File: src/verilog/voice_tx_defs.svh
// register offsets, field positions and reset values of the serial audio transmitter
// assumes an 8-bit register port with 16-bit addresses
`ifndef VOICE_TX_DEFS_SVH
`define VOICE_TX_DEFS_SVH

// register offsets
`define ADDR_IF_CTRL      16'h2528
`define ADDR_MCLK_DIV     16'h252A
`define ADDR_BCLK_DIV     16'h252B
`define ADDR_FRAME_DIV    16'h252C
`define ADDR_TX_MODE      16'h252D
`define ADDR_TX_STAGE     16'h252E
`define ADDR_TX_COMMIT    16'h252F
`define ADDR_CODEC        16'h2530
`define ADDR_RX_MODE      16'h253D
`define ADDR_RX_DATA      16'h253E

// interface control fields
`define CTRL_MASTER_BIT   7
`define CTRL_FRAMING_LSB  5
`define CTRL_WLEN_LSB     3
`define CTRL_SWAP_BIT     2
`define CTRL_FINV_BIT     1
`define CTRL_BINV_BIT     0

// transmit and receive mode fields
`define MODE_MCLK_LOW_BIT 6
`define MODE_FEDGE_BIT    5
`define MODE_FEED_BIT     3
`define MODE_CHAN_LSB     1
`define MODE_CLKON_BIT    0
`define RXMODE_DRAIN_BIT  3

// reset values
`define RST_IF_CTRL       8'hC0
`define RST_DIV           8'h00
`define RST_TX_MODE       8'hFE
`define RST_RX_MODE       8'h00
`define RST_CODEC         8'h00

`endif

File: src/verilog/voice_tx_pkg.sv
// types shared by the serial audio transmitter and its helpers
// assumes voice_tx_defs.svh for numeric constants
package voice_tx_pkg;

  // serial framing, in field order
  typedef enum logic [1:0] {
    FMT_I2S,
    FMT_LJ,
    FMT_RJ,
    FMT_DSP
  } frame_format_type;

  // voice codec selection handed to the voice datapath
  typedef enum logic [1:0] {
    CODEC_BYPASS,
    CODEC_ULAW,
    CODEC_ALAW,
    CODEC_ADPCM
  } codec_mode_type;

endpackage

File: src/verilog/div_if.sv
// carrier between the transmitter and its tick dividers
// assumes one system clock shared by both ends
`timescale 1ns/1ps
interface div_if #(parameter int W = 9);
  logic         run;          // divider may count
  logic         tick;         // input tick to be divided
  logic [W-1:0] half_period;  // ticks per output pulse, zero stops
  logic         pulse;        // one-cycle output pulse

  modport source  (output run, output tick, output half_period, input pulse);
  modport divider (input run, input tick, input half_period, output pulse);
endinterface

File: src/verilog/tick_divider.sv
// counts input ticks and emits one pulse every half_period ticks
// assumes synchronous active-high reset on the shared system clock
`timescale 1ns/1ps
module tick_divider (
  input  wire logic clk_i,        // system clock
  input  wire logic rst_i,        // synchronous reset
  div_if.divider    div           // run, tick, period in; pulse out
);
  logic [8:0] cnt_q;
  logic       pulse_q;
  logic       last_w;

  assign last_w    = (cnt_q + 9'd1) >= div.half_period;
  assign div.pulse = pulse_q;

  // a zero period holds the count and pulse cleared, so the output stays silent
  always_ff @(posedge clk_i) begin
    if (rst_i || !div.run || div.half_period == 9'd0) begin
      cnt_q   <= 9'd0;
      pulse_q <= 1'b0;
    end else if (div.tick) begin
      cnt_q   <= last_w ? 9'd0 : cnt_q + 9'd1;
      pulse_q <= last_w;
    end else begin
      pulse_q <= 1'b0;
    end
  end
endmodule

File: src/verilog/voice_serial_audio_tx.sv
// serial audio transmitter of the voice subsystem with its register file
// assumes synchronous pin inputs, an 8-bit register port and a 25 MHz clk_i
`timescale 1ns/1ps
`include "voice_tx_defs.svh"
module voice_serial_audio_tx (
  input  wire logic                   clk_i,        // system clock
  input  wire logic                   rst_i,        // synchronous reset
  input  wire logic [15:0]            reg_addr_i,   // register address
  input  wire logic [7:0]             reg_wdata_i,  // register write data
  input  wire logic                   reg_wr_i,     // write strobe
  input  wire logic                   reg_rd_i,     // read strobe
  output logic      [7:0]             reg_rdata_o,  // read data, cycle after strobe
  input  wire logic [31:0]            feed_left_i,  // hardware left sample
  input  wire logic [31:0]            feed_right_i, // hardware right sample
  output logic                        feed_take_o,  // samples consumed pulse
  input  wire logic [7:0]             rx_data_i,    // receive data for software
  output logic                        rx_drain_o,   // receive drained by hardware
  output voice_tx_pkg::codec_mode_type codec_mode_o, // codec choice for datapath
  output logic                        mclk_o,       // master clock pin
  output logic                        bclk_o,       // bit clock pin out
  output logic                        bclk_oe_o,    // bit clock driven
  input  wire logic                   bclk_i,       // bit clock pin in
  output logic                        lrck_o,       // frame clock pin out
  output logic                        lrck_oe_o,    // frame clock driven
  input  wire logic                   lrck_i,       // frame clock pin in
  output logic                        sdata_o       // serial data out
);
  import voice_tx_pkg::*;

  logic [7:0]  ctrl_q, mdiv_q, bdiv_q, fdiv_q, txmode_q, rxmode_q, codec_q, rdata_q;
  logic [31:0] stage_q, left_q, right_q, cur_l_q, cur_r_q;
  logic        mclk_q, mclk_pin_q, bclk_q, bclk_pin_q, lrck_q, sdata_q, take_q;
  logic        bsync1_q, bsync2_q, bsync3_q, lsync1_q, lsync2_q, lsync3_q, pend_q;
  logic [9:0]  pos_q, pos_d;
  logic        mclk_d, bclk_d;

  div_if #(.W(9)) mdiv_if ();
  div_if #(.W(9)) bdiv_if ();

  // configuration fields
  frame_format_type framing;
  logic       master_on, swap_on, frame_inv, bclk_inv;
  logic       mclk_low, edge_rise, feed_on, clk_on;
  logic [1:0] wlen_sel, chan_mode;
  logic [9:0] wbits, fdiv10, frame_len;
  assign master_on = ctrl_q[`CTRL_MASTER_BIT];
  assign framing   = frame_format_type'(ctrl_q[`CTRL_FRAMING_LSB +: 2]);
  assign wlen_sel  = ctrl_q[`CTRL_WLEN_LSB +: 2];
  assign swap_on   = ctrl_q[`CTRL_SWAP_BIT];
  assign frame_inv = ctrl_q[`CTRL_FINV_BIT];
  assign bclk_inv  = ctrl_q[`CTRL_BINV_BIT];
  assign mclk_low  = txmode_q[`MODE_MCLK_LOW_BIT];
  assign edge_rise = txmode_q[`MODE_FEDGE_BIT];
  assign feed_on   = txmode_q[`MODE_FEED_BIT];
  assign chan_mode = txmode_q[`MODE_CHAN_LSB +: 2];
  assign clk_on    = txmode_q[`MODE_CLKON_BIT];
  assign wbits     = word_bits(wlen_sel);
  assign fdiv10    = {2'b00, fdiv_q};
  assign frame_len = (framing == FMT_DSP) ? fdiv10 : {1'b0, fdiv_q, 1'b0};

  function automatic logic [9:0] word_bits(input logic [1:0] sel);
    case (sel)
      2'h0:    word_bits = 10'd16;
      2'h1:    word_bits = 10'd20;
      2'h2:    word_bits = 10'd24;
      default: word_bits = 10'd32;
    endcase
  endfunction

  // bit k of a word counted from its MSB; the word sits in the low wbits bits
  function automatic logic pick(input logic [31:0] s, input logic [9:0] k);
    logic [9:0] idx;
    idx  = wbits - 10'd1 - k;
    pick = s[idx[4:0]];
  endfunction

  // serial bit for frame position p; I2S runs one bit behind its frame edge
  function automatic logic data_bit(input logic [9:0] p);
    logic [9:0] q, b, k;
    logic       slot, right, ok;
    q = p;
    b = 10'd0;
    k = 10'd0;
    slot = 1'b0;
    ok = 1'b0;
    if (framing == FMT_I2S) q = (p == 10'd0) ? frame_len - 10'd1 : p - 10'd1;
    if (framing == FMT_DSP) begin
      slot = q > wbits;
      ok   = (q != 10'd0) && (q <= {wbits[8:0], 1'b0});
      k    = slot ? q - 10'd1 - wbits : q - 10'd1;
    end else begin
      slot = q >= fdiv10;
      b    = slot ? q - fdiv10 : q;
      if (framing == FMT_RJ) begin
        ok = (b + wbits) >= fdiv10;
        k  = b + wbits - fdiv10;
      end else begin
        ok = b < wbits;
        k  = b;
      end
    end
    right = slot ^ swap_on;
    ok    = ok && (right ? chan_mode[0] : chan_mode[1]);
    data_bit = ok && (right ? pick(cur_r_q, k) : pick(cur_l_q, k));
  endfunction

  // frame clock level for position p with the frame_inv polarity applied
  function automatic logic lr_level(input logic [9:0] p);
    logic lvl;
    case (framing)
      FMT_I2S: lvl = p >= fdiv10;
      FMT_DSP: lvl = p == 10'd0;
      default: lvl = p < fdiv10;
    endcase
    lr_level = lvl ^ frame_inv;
  endfunction

  // clock dividers: MCLK from clk_i, BCLK from MCLK half periods
  assign mdiv_if.run         = clk_on && (mdiv_q != 8'h00);
  assign mdiv_if.tick        = 1'b1;
  assign mdiv_if.half_period = {1'b0, mdiv_q};
  assign bdiv_if.run         = mdiv_if.run && master_on && (bdiv_q != 8'h00);
  assign bdiv_if.tick        = mdiv_if.pulse;
  assign bdiv_if.half_period = (mdiv_q == 8'h01) ? {1'b0, bdiv_q} : {bdiv_q, 1'b0};

  tick_divider u_mclk_div (
    .clk_i (clk_i),
    .rst_i (rst_i),
    .div   (mdiv_if.divider)
  );

  tick_divider u_bclk_div (
    .clk_i (clk_i),
    .rst_i (rst_i),
    .div   (bdiv_if.divider)
  );

  // clock levels before the pin polarity is applied
  assign mclk_d = !mdiv_if.run ? 1'b0 : (mdiv_if.pulse ? !mclk_q : mclk_q);
  assign bclk_d = !bdiv_if.run ? 1'b0 : (bdiv_if.pulse ? !bclk_q : bclk_q);

  // edge events: own divider in master mode, synchronised pins in slave mode
  logic frame_on, rise_m, fall_m, rise_s, fall_s, rise_ev, fall_ev;
  logic bint_new, bint_old, lint_new, lint_old, lrck_start, start_now;
  assign frame_on   = clk_on && (fdiv_q != 8'h00);
  assign rise_m     = bdiv_if.pulse && !bclk_q;
  assign fall_m     = bdiv_if.pulse && bclk_q;
  assign bint_new   = bsync2_q ^ bclk_inv;
  assign bint_old   = bsync3_q ^ bclk_inv;
  assign rise_s     = bint_new && !bint_old;
  assign fall_s     = !bint_new && bint_old;
  assign rise_ev    = frame_on && (master_on ? rise_m : rise_s);
  assign fall_ev    = frame_on && (master_on ? fall_m : fall_s);
  assign lint_new   = lsync2_q ^ frame_inv;
  assign lint_old   = lsync3_q ^ frame_inv;
  assign lrck_start = !master_on && (lint_new != lint_old) && (lint_new == (framing != FMT_I2S));
  assign start_now  = lrck_start || pend_q;

  // frame position advances on internal falling bit clock edges
  logic pos_wrap, load_ev;
  assign pos_wrap = (pos_q >= frame_len - 10'd1) || (!master_on && start_now);
  assign pos_d    = !frame_on ? 10'd0 : (fall_ev ? (pos_wrap ? 10'd0 : pos_q + 10'd1) : pos_q);
  assign load_ev  = fall_ev && (pos_d == 10'd0);

  // sample source: software registers or the voice datapath
  logic [31:0] src_l, src_r;
  assign src_l = feed_on ? feed_left_i : left_q;
  assign src_r = feed_on ? feed_right_i : right_q;

  // external clocks pass two flops before any edge logic reads them
  always_ff @(posedge clk_i) begin
    if (rst_i) begin
      {bsync1_q, bsync2_q, bsync3_q} <= 3'h0;
      {lsync1_q, lsync2_q, lsync3_q} <= 3'h0;
    end else begin
      {bsync1_q, bsync2_q, bsync3_q} <= {bclk_i, bsync1_q, bsync2_q};
      {lsync1_q, lsync2_q, lsync3_q} <= {lrck_i, lsync1_q, lsync2_q};
    end
  end

  // clock pins; polarity applied on the next level so pins have no extra lag
  always_ff @(posedge clk_i) begin
    if (rst_i) begin
      mclk_q     <= 1'b0;
      bclk_q     <= 1'b0;
      mclk_pin_q <= 1'b0;
      bclk_pin_q <= 1'b0;
    end else begin
      mclk_q     <= mclk_d;
      bclk_q     <= bclk_d;
      mclk_pin_q <= mclk_d ^ !mclk_low;
      bclk_pin_q <= bclk_d ^ bclk_inv;
    end
  end

  // frame engine: position, frame clock, serial data and pending slave start
  always_ff @(posedge clk_i) begin
    if (rst_i || !frame_on) begin
      pos_q   <= 10'd0;
      lrck_q  <= 1'b0;
      sdata_q <= 1'b0;
      pend_q  <= 1'b0;
    end else begin
      pos_q  <= pos_d;
      pend_q <= (lrck_start || pend_q) && !fall_ev;   // a start that meets a falling edge is used at once
      if (fall_ev && !edge_rise) lrck_q <= lr_level(pos_d);
      if (rise_ev && edge_rise) lrck_q <= lr_level(pos_q);
      if (fall_ev && framing == FMT_I2S) sdata_q <= data_bit(pos_d);
      if (rise_ev && framing != FMT_I2S) sdata_q <= data_bit(pos_q);
    end
  end

  // current frame samples are swapped in at each frame start
  always_ff @(posedge clk_i) begin
    if (rst_i) begin
      cur_l_q <= 32'h0;
      cur_r_q <= 32'h0;
      take_q  <= 1'b0;
    end else begin
      take_q <= load_ev && feed_on;
      if (load_ev) begin
        cur_l_q <= src_l;
        cur_r_q <= src_r;
      end
    end
  end

  // register writes; the stage register collects a sample a byte at a time
  logic wr_ctrl, wr_commit;
  assign wr_ctrl   = reg_wr_i && (reg_addr_i == `ADDR_IF_CTRL);
  assign wr_commit = reg_wr_i && (reg_addr_i == `ADDR_TX_COMMIT);
  always_ff @(posedge clk_i) begin
    if (rst_i) begin
      ctrl_q   <= `RST_IF_CTRL;
      mdiv_q   <= `RST_DIV;
      bdiv_q   <= `RST_DIV;
      fdiv_q   <= `RST_DIV;
      txmode_q <= `RST_TX_MODE;
      rxmode_q <= `RST_RX_MODE;
      codec_q  <= `RST_CODEC;
    end else if (reg_wr_i) begin
      if (wr_ctrl) ctrl_q <= reg_wdata_i;
      if (reg_addr_i == `ADDR_MCLK_DIV) mdiv_q <= reg_wdata_i;
      if (reg_addr_i == `ADDR_BCLK_DIV) bdiv_q <= reg_wdata_i;
      if (reg_addr_i == `ADDR_FRAME_DIV) fdiv_q <= reg_wdata_i;
      if (reg_addr_i == `ADDR_TX_MODE) txmode_q <= reg_wdata_i;
      if (reg_addr_i == `ADDR_RX_MODE) rxmode_q <= reg_wdata_i;
      if (reg_addr_i == `ADDR_CODEC) codec_q <= reg_wdata_i;
    end
  end

  // software sample path
  always_ff @(posedge clk_i) begin
    if (rst_i) begin
      stage_q <= 32'h0;
      left_q  <= 32'h0;
      right_q <= 32'h0;
    end else begin
      if (reg_wr_i && reg_addr_i == `ADDR_TX_STAGE) stage_q <= {stage_q[23:0], reg_wdata_i};
      if (wr_commit && !reg_wdata_i[0]) left_q <= stage_q;
      if (wr_commit && reg_wdata_i[0]) right_q <= stage_q;
    end
  end

  // read selection; unmapped addresses read zero
  logic [7:0] status_w, rd_mux;
  assign status_w = {5'h00, lrck_q, master_on, frame_on};
  assign rd_mux =
    (reg_addr_i == `ADDR_IF_CTRL)   ? ctrl_q   :
    (reg_addr_i == `ADDR_MCLK_DIV)  ? mdiv_q   :
    (reg_addr_i == `ADDR_BCLK_DIV)  ? bdiv_q   :
    (reg_addr_i == `ADDR_FRAME_DIV) ? fdiv_q   :
    (reg_addr_i == `ADDR_TX_MODE)   ? txmode_q :
    (reg_addr_i == `ADDR_TX_COMMIT) ? status_w :
    (reg_addr_i == `ADDR_CODEC)     ? codec_q  :
    (reg_addr_i == `ADDR_RX_MODE)   ? rxmode_q :
    (reg_addr_i == `ADDR_RX_DATA)   ? rx_data_i : 8'h00;

  // read data stand only in the cycle after the strobe
  always_ff @(posedge clk_i) begin
    if (rst_i) rdata_q <= 8'h00;
    else rdata_q <= reg_rd_i ? rd_mux : 8'h00;
  end

  // outputs straight from flops; bit and frame clock pins are driven only as master
  assign reg_rdata_o  = rdata_q;
  assign feed_take_o  = take_q;
  assign rx_drain_o   = rxmode_q[`RXMODE_DRAIN_BIT];
  assign codec_mode_o = codec_mode_type'(codec_q[1:0]);
  assign mclk_o       = mclk_pin_q;
  assign bclk_o       = bclk_pin_q;
  assign bclk_oe_o    = ctrl_q[`CTRL_MASTER_BIT];
  assign lrck_o       = lrck_q;
  assign lrck_oe_o    = ctrl_q[`CTRL_MASTER_BIT];
  assign sdata_o      = sdata_q;
endmodule

File: config.mk
export PLATFORM = sky130hd
export DESIGN_NAME = voice_serial_audio_tx
export DESIGN_NICKNAME = d
export VERILOG_FILES = /design/src/verilog/voice_tx_pkg.sv /design/src/verilog/div_if.sv /design/src/verilog/tick_divider.sv /design/src/verilog/voice_serial_audio_tx.sv
export VERILOG_INCLUDE_DIRS = /design/src /design/src/verilog
export SDC_FILE = /design/constraint.sdc
export NUM_CORES = 1
export LEC_CHECK = 0
export BUFFER_PORTS_ARGS = -buffer_cell sky130_fd_sc_hd__buf_4
export CAP_MARGIN = 20
export CELL_PAD_IN_SITES_DETAIL_PLACEMENT = 2
export CELL_PAD_IN_SITES_GLOBAL_PLACEMENT = 2
export CORE_MARGIN = 8
export CORE_UTILIZATION = 25
export CTS_BUF_LIST = sky130_fd_sc_hd__clkbuf_8
export CTS_CLUSTER_SIZE = 40
export DETAILED_ROUTE_END_ITERATION = 6
export GPL_TIMING_DRIVEN = 0
export PLACE_DENSITY = 0.57
export SYNTH_ARGS = -nofsm -noshare
export SYNTH_HDL_FRONTEND = slang
export SYNTH_SLANG_ARGS = --single-unit
File: constraint.sdc
create_clock -name clk_i -period 17.2 [get_ports clk_i]
set_input_delay 3.44 -clock clk_i [delete_from_list [all_inputs] [get_ports clk_i]]
set_output_delay 3.44 -clock clk_i [all_outputs]
set_load 0.01 [all_outputs]
==> results.cfg <==
[critical_path]
crit_path_start_kind = flop
worstPathRequired_ps = 17690
critPathCaptureType = flop
cpPeakStageDelay_ps = 760
cp_max_fo = 10
critPathArrivalTime_ps = 15090
critPathMostFrequentCell = ha_1
path_class = flop to flop
crit_slowest_cell = o41ai_4

[global_route]
antenna_found_initial = 1
track_usage_pct = 19.33
grtUsageMet1_pct = 24.96
grt-ovfl-total = 0
grt.busiest_layer = met2
grt_max_degree = 16
gr-usage-met3_pct = 2.195
grt_pass1_wl_mm = 122.8
use_met2_pct = 34.21
grt_pass1_vias = 19340

[power]
sequentialPowerShare_pct = 44.5
p_comb_share_pct = 3.9
p_clk_share_pct = 51.6
internal_power_w = 0.001052
p_switching_w = 0.0003442
p_sw_share_pct = 24.66
power_density_mw_per_mm2 = 65.28
peakVddDrop_mv = 0.04644
p_leak_nw = 8.647

[timing]
hold_violations = 0
fmax_ghz = 0.06849
setup_viol = 0
slew_viol_final = 0
period_minus_slack_ps = 14600
timing.final.crit_share_pct = 84.88
tns_ps = 0
timing.hold.ws_ps = 442.9
skew_ps = 31.51
rsz0062_at_grt = false
relSlewSlack_pct = 24.26
worst_pin_slew_ps = 1127

[run]
drv_cap = 0

[cells_and_area]
final_common_cell = nand2_1
synthToLayoutAreaGrowth_pct = 17.96
nets = 2651
layout-drive-gt1-share_pct = 11.31
mostFrequentLayoutCells = 319 x nand2_1, 268 x dfxtp_1, 194 x a21oi_1, 189 x nor2_1, 157 x mux2i_1
fillCellCount = 8355

[clock_tree]
clkLatencyLatePin_ps = 640
clk_pin_slew_worst_paths_ps = 60
cts_tree = done
clk_path_buf_depth = 3
cts_buffers = 53
cts_resized = 0
cts_max_level = 2
cts_sinks = 268
clock-root-buffer = clkbuf_8
hold_buffers = 0
cts_setup_buffers = 0

[floorplanning]
fp.dieH_um = 285.3
initial_core_util_pct = 25.32
ios = 120
core_mm2 = 0.07161
num_rows = 98
die_area_mm2 = 0.08139
die_w_um = 285.3

[placed_design]
place.gp.congestion = 0.8440
dp_hpwl_mm = 64.67
portBuffers = 112

[yosys]
synth_top_family_by_area = simple AND/OR/NAND/NOR gates
ys_types = 101
synth_xor_area_share_pct = 3.237
synth_enable_flop_cells = 0
syn-num-nets = 2478
synth_compound_area_share_pct = 19.45
ys_async_sr_fraction_pct = 0
seq_area_frac_synth_pct = 29.59
ys.flop_type = dfxtp_1
netlist_instances = 2234
syn_avg_cell_area_um2 = 8.115
synth.mux.area_fraction_pct = 11.25
synthAdderAreaFrac_pct = 10.13
synth_area_mm2 = 0.01813
yosys.area_share.simple_pct = 20.88
ys_seq_elements = 268
yosysWarnings = 0

[drt]
drtIter0Drc = 737
avgViaCountPerCell = 5.143
vias = 17500
drc_errors = 0
dr.pass1.iters = 7
antenna_left = 0
routed_wl_mm = 80.93
route.detailed.wl_per_inst_um = 23.79

[worst_hold_path]
hold_class = flop to flop

[status]
outcome = finished clean
==> layer usage <==
| metal | routed length (um) | up-vias |
|---|---|---|
| met5 | 0 | - |
| met4 | 1600 | 0 |
| met3 | 2248 | 92 |
| met2 | 39650 | 284 |
| met1 | 37430 | 8762 |
| li1 | - | 8357 |
==> registers in the layout, indices dropped and copies added (netlist names), 8 cells and up <==
register,count
left_q,32
pos_q,10
codec_q,8
rxmode_q,8
bdiv_q,8
cur_r_q,32
stage_q,32
ctrl_q,8
fdiv_q,8
txmode_q,8
right_q,32
u_mclk_div.cnt_q,9
u_bclk_div.cnt_q,9
mdiv_q,8
cur_l_q,32
reg_rdata_o,8
==> cells by family (layout without fill, tap and decap cells) <==
family          count (synthesis)  after routing
compound gates                538            538
xor+xnor                       67             67
fa+ha+maj                     142            142
buf+inv                       231            447
flops                         268            268
mux                           186            186
other cells                     1              3
simple gates                  801            801
==> per-stage QoR <==
stage / utilization, % / cell area, um^2 / instances / setup slack, ps / power [W]
detailed placement: 28.18 / 20180 / 3299 / 2630 / 0.0006902
floorplan: - / 18130 / 2234 / 6724 / 0.0006522
global route: 29.86 / 21380 / 3401 / 1626 / 0.001451
finish: 29.86 / 21390 / 3402 / 2600 / 0.001396
CTS: 29.83 / 21360 / 3397 / 2523 / 0.001422
global placement: 28.15 / 20160 / 3296 / 2726 / 0.0006897
==> power groups by stage <==
stage          Sequential, W  Combinational (W)  Clock (W)
4_1_cts             0.000622          0.0000549   0.000745
3_3_place_gp        0.000635          0.0000543          0
6_report            0.000622          0.0000540   0.000720
2_1_floorplan       0.000635          0.0000169          0
5_1_grt             0.000622          0.0000572   0.000772
3_5_place_dp        0.000635          0.0000548          0
==> cells in the mapped netlist, types with 13 or more instances <==
cell type,instances,area (um^2)
nor2_1,189,709.4
a21oi_1,194,970.9
a21o_1,20,150.1
nor2b_1,38,237.7
xor2_1,28,245.2
nor3_1,32,160.2
o21ai_0,74,370.4
nand4_1,31,193.9
clkbuf_1,117,439.2
a211oi_1,71,533.0
nand2_1,319,1197
nand3_1,50,250.2
dfxtp_1,268,5365
mux2_2,17,191.4
a31oi_1,20,125.1
a211o_1,22,192.7
mux2i_1,157,1572
xnor2_1,39,341.6
ha_1,134,1677
o21a_1,13,97.59
and3_1,19,118.9
inv_1,83,311.6
nand2b_1,25,156.4
==> layout make-up <==
class | instances | area [um^2] | share of cell area (%)
Buffer | 146 | 665.6 | 3.113
Clock inverter | 28 | 216.5 | 1.012
Inverter | 85 | 319.1 | 1.492
Clock buffer | 70 | 963.4 | 4.505
Sequential cell | 268 | 5365 | 25.09
Antenna cell | 2 | 5.005 | 0.02340
Timing Repair Buffer | 118 | 875.8 | 4.095
Tap cell | 950 | 1189 | 5.558
Multi-Input combinational cell | 1735 | 11790 | 55.11
==> worst max-delay path, delay by kind of cell (launching register included) <==
family | cells | cell delay, ps
xor+xnor | 1 | 170
fa+ha+maj | 9 | 2820
simple gates | 11 | 2160
buf+inv | 10 | 2530
compound gates | 15 | 4860
mux | 4 | 1380
flops | 1 | 480
==> final timing paths <==
| path | slack [ps] | cells past startpoint | to | from |
|---|---|---|---|---|
| hold reg to reg | 440 | 1 | lsync2_q$_SDFF_PP0_ | lsync1_q$_SDFF_PP0_ |
| hold / removal | 440 | 1 | lsync2_q$_SDFF_PP0_ | lsync1_q$_SDFF_PP0_ |
| setup reg to reg | 2600 | 50 | sdata_o$_SDFFE_PP0P_ | ctrl_q[6]$_SDFFE_PP1P_ |
| setup / recovery | 2600 | 50 | sdata_o$_SDFFE_PP0P_ | ctrl_q[6]$_SDFFE_PP1P_ |
Note: power is estimated with default switching activity, not from simulation.
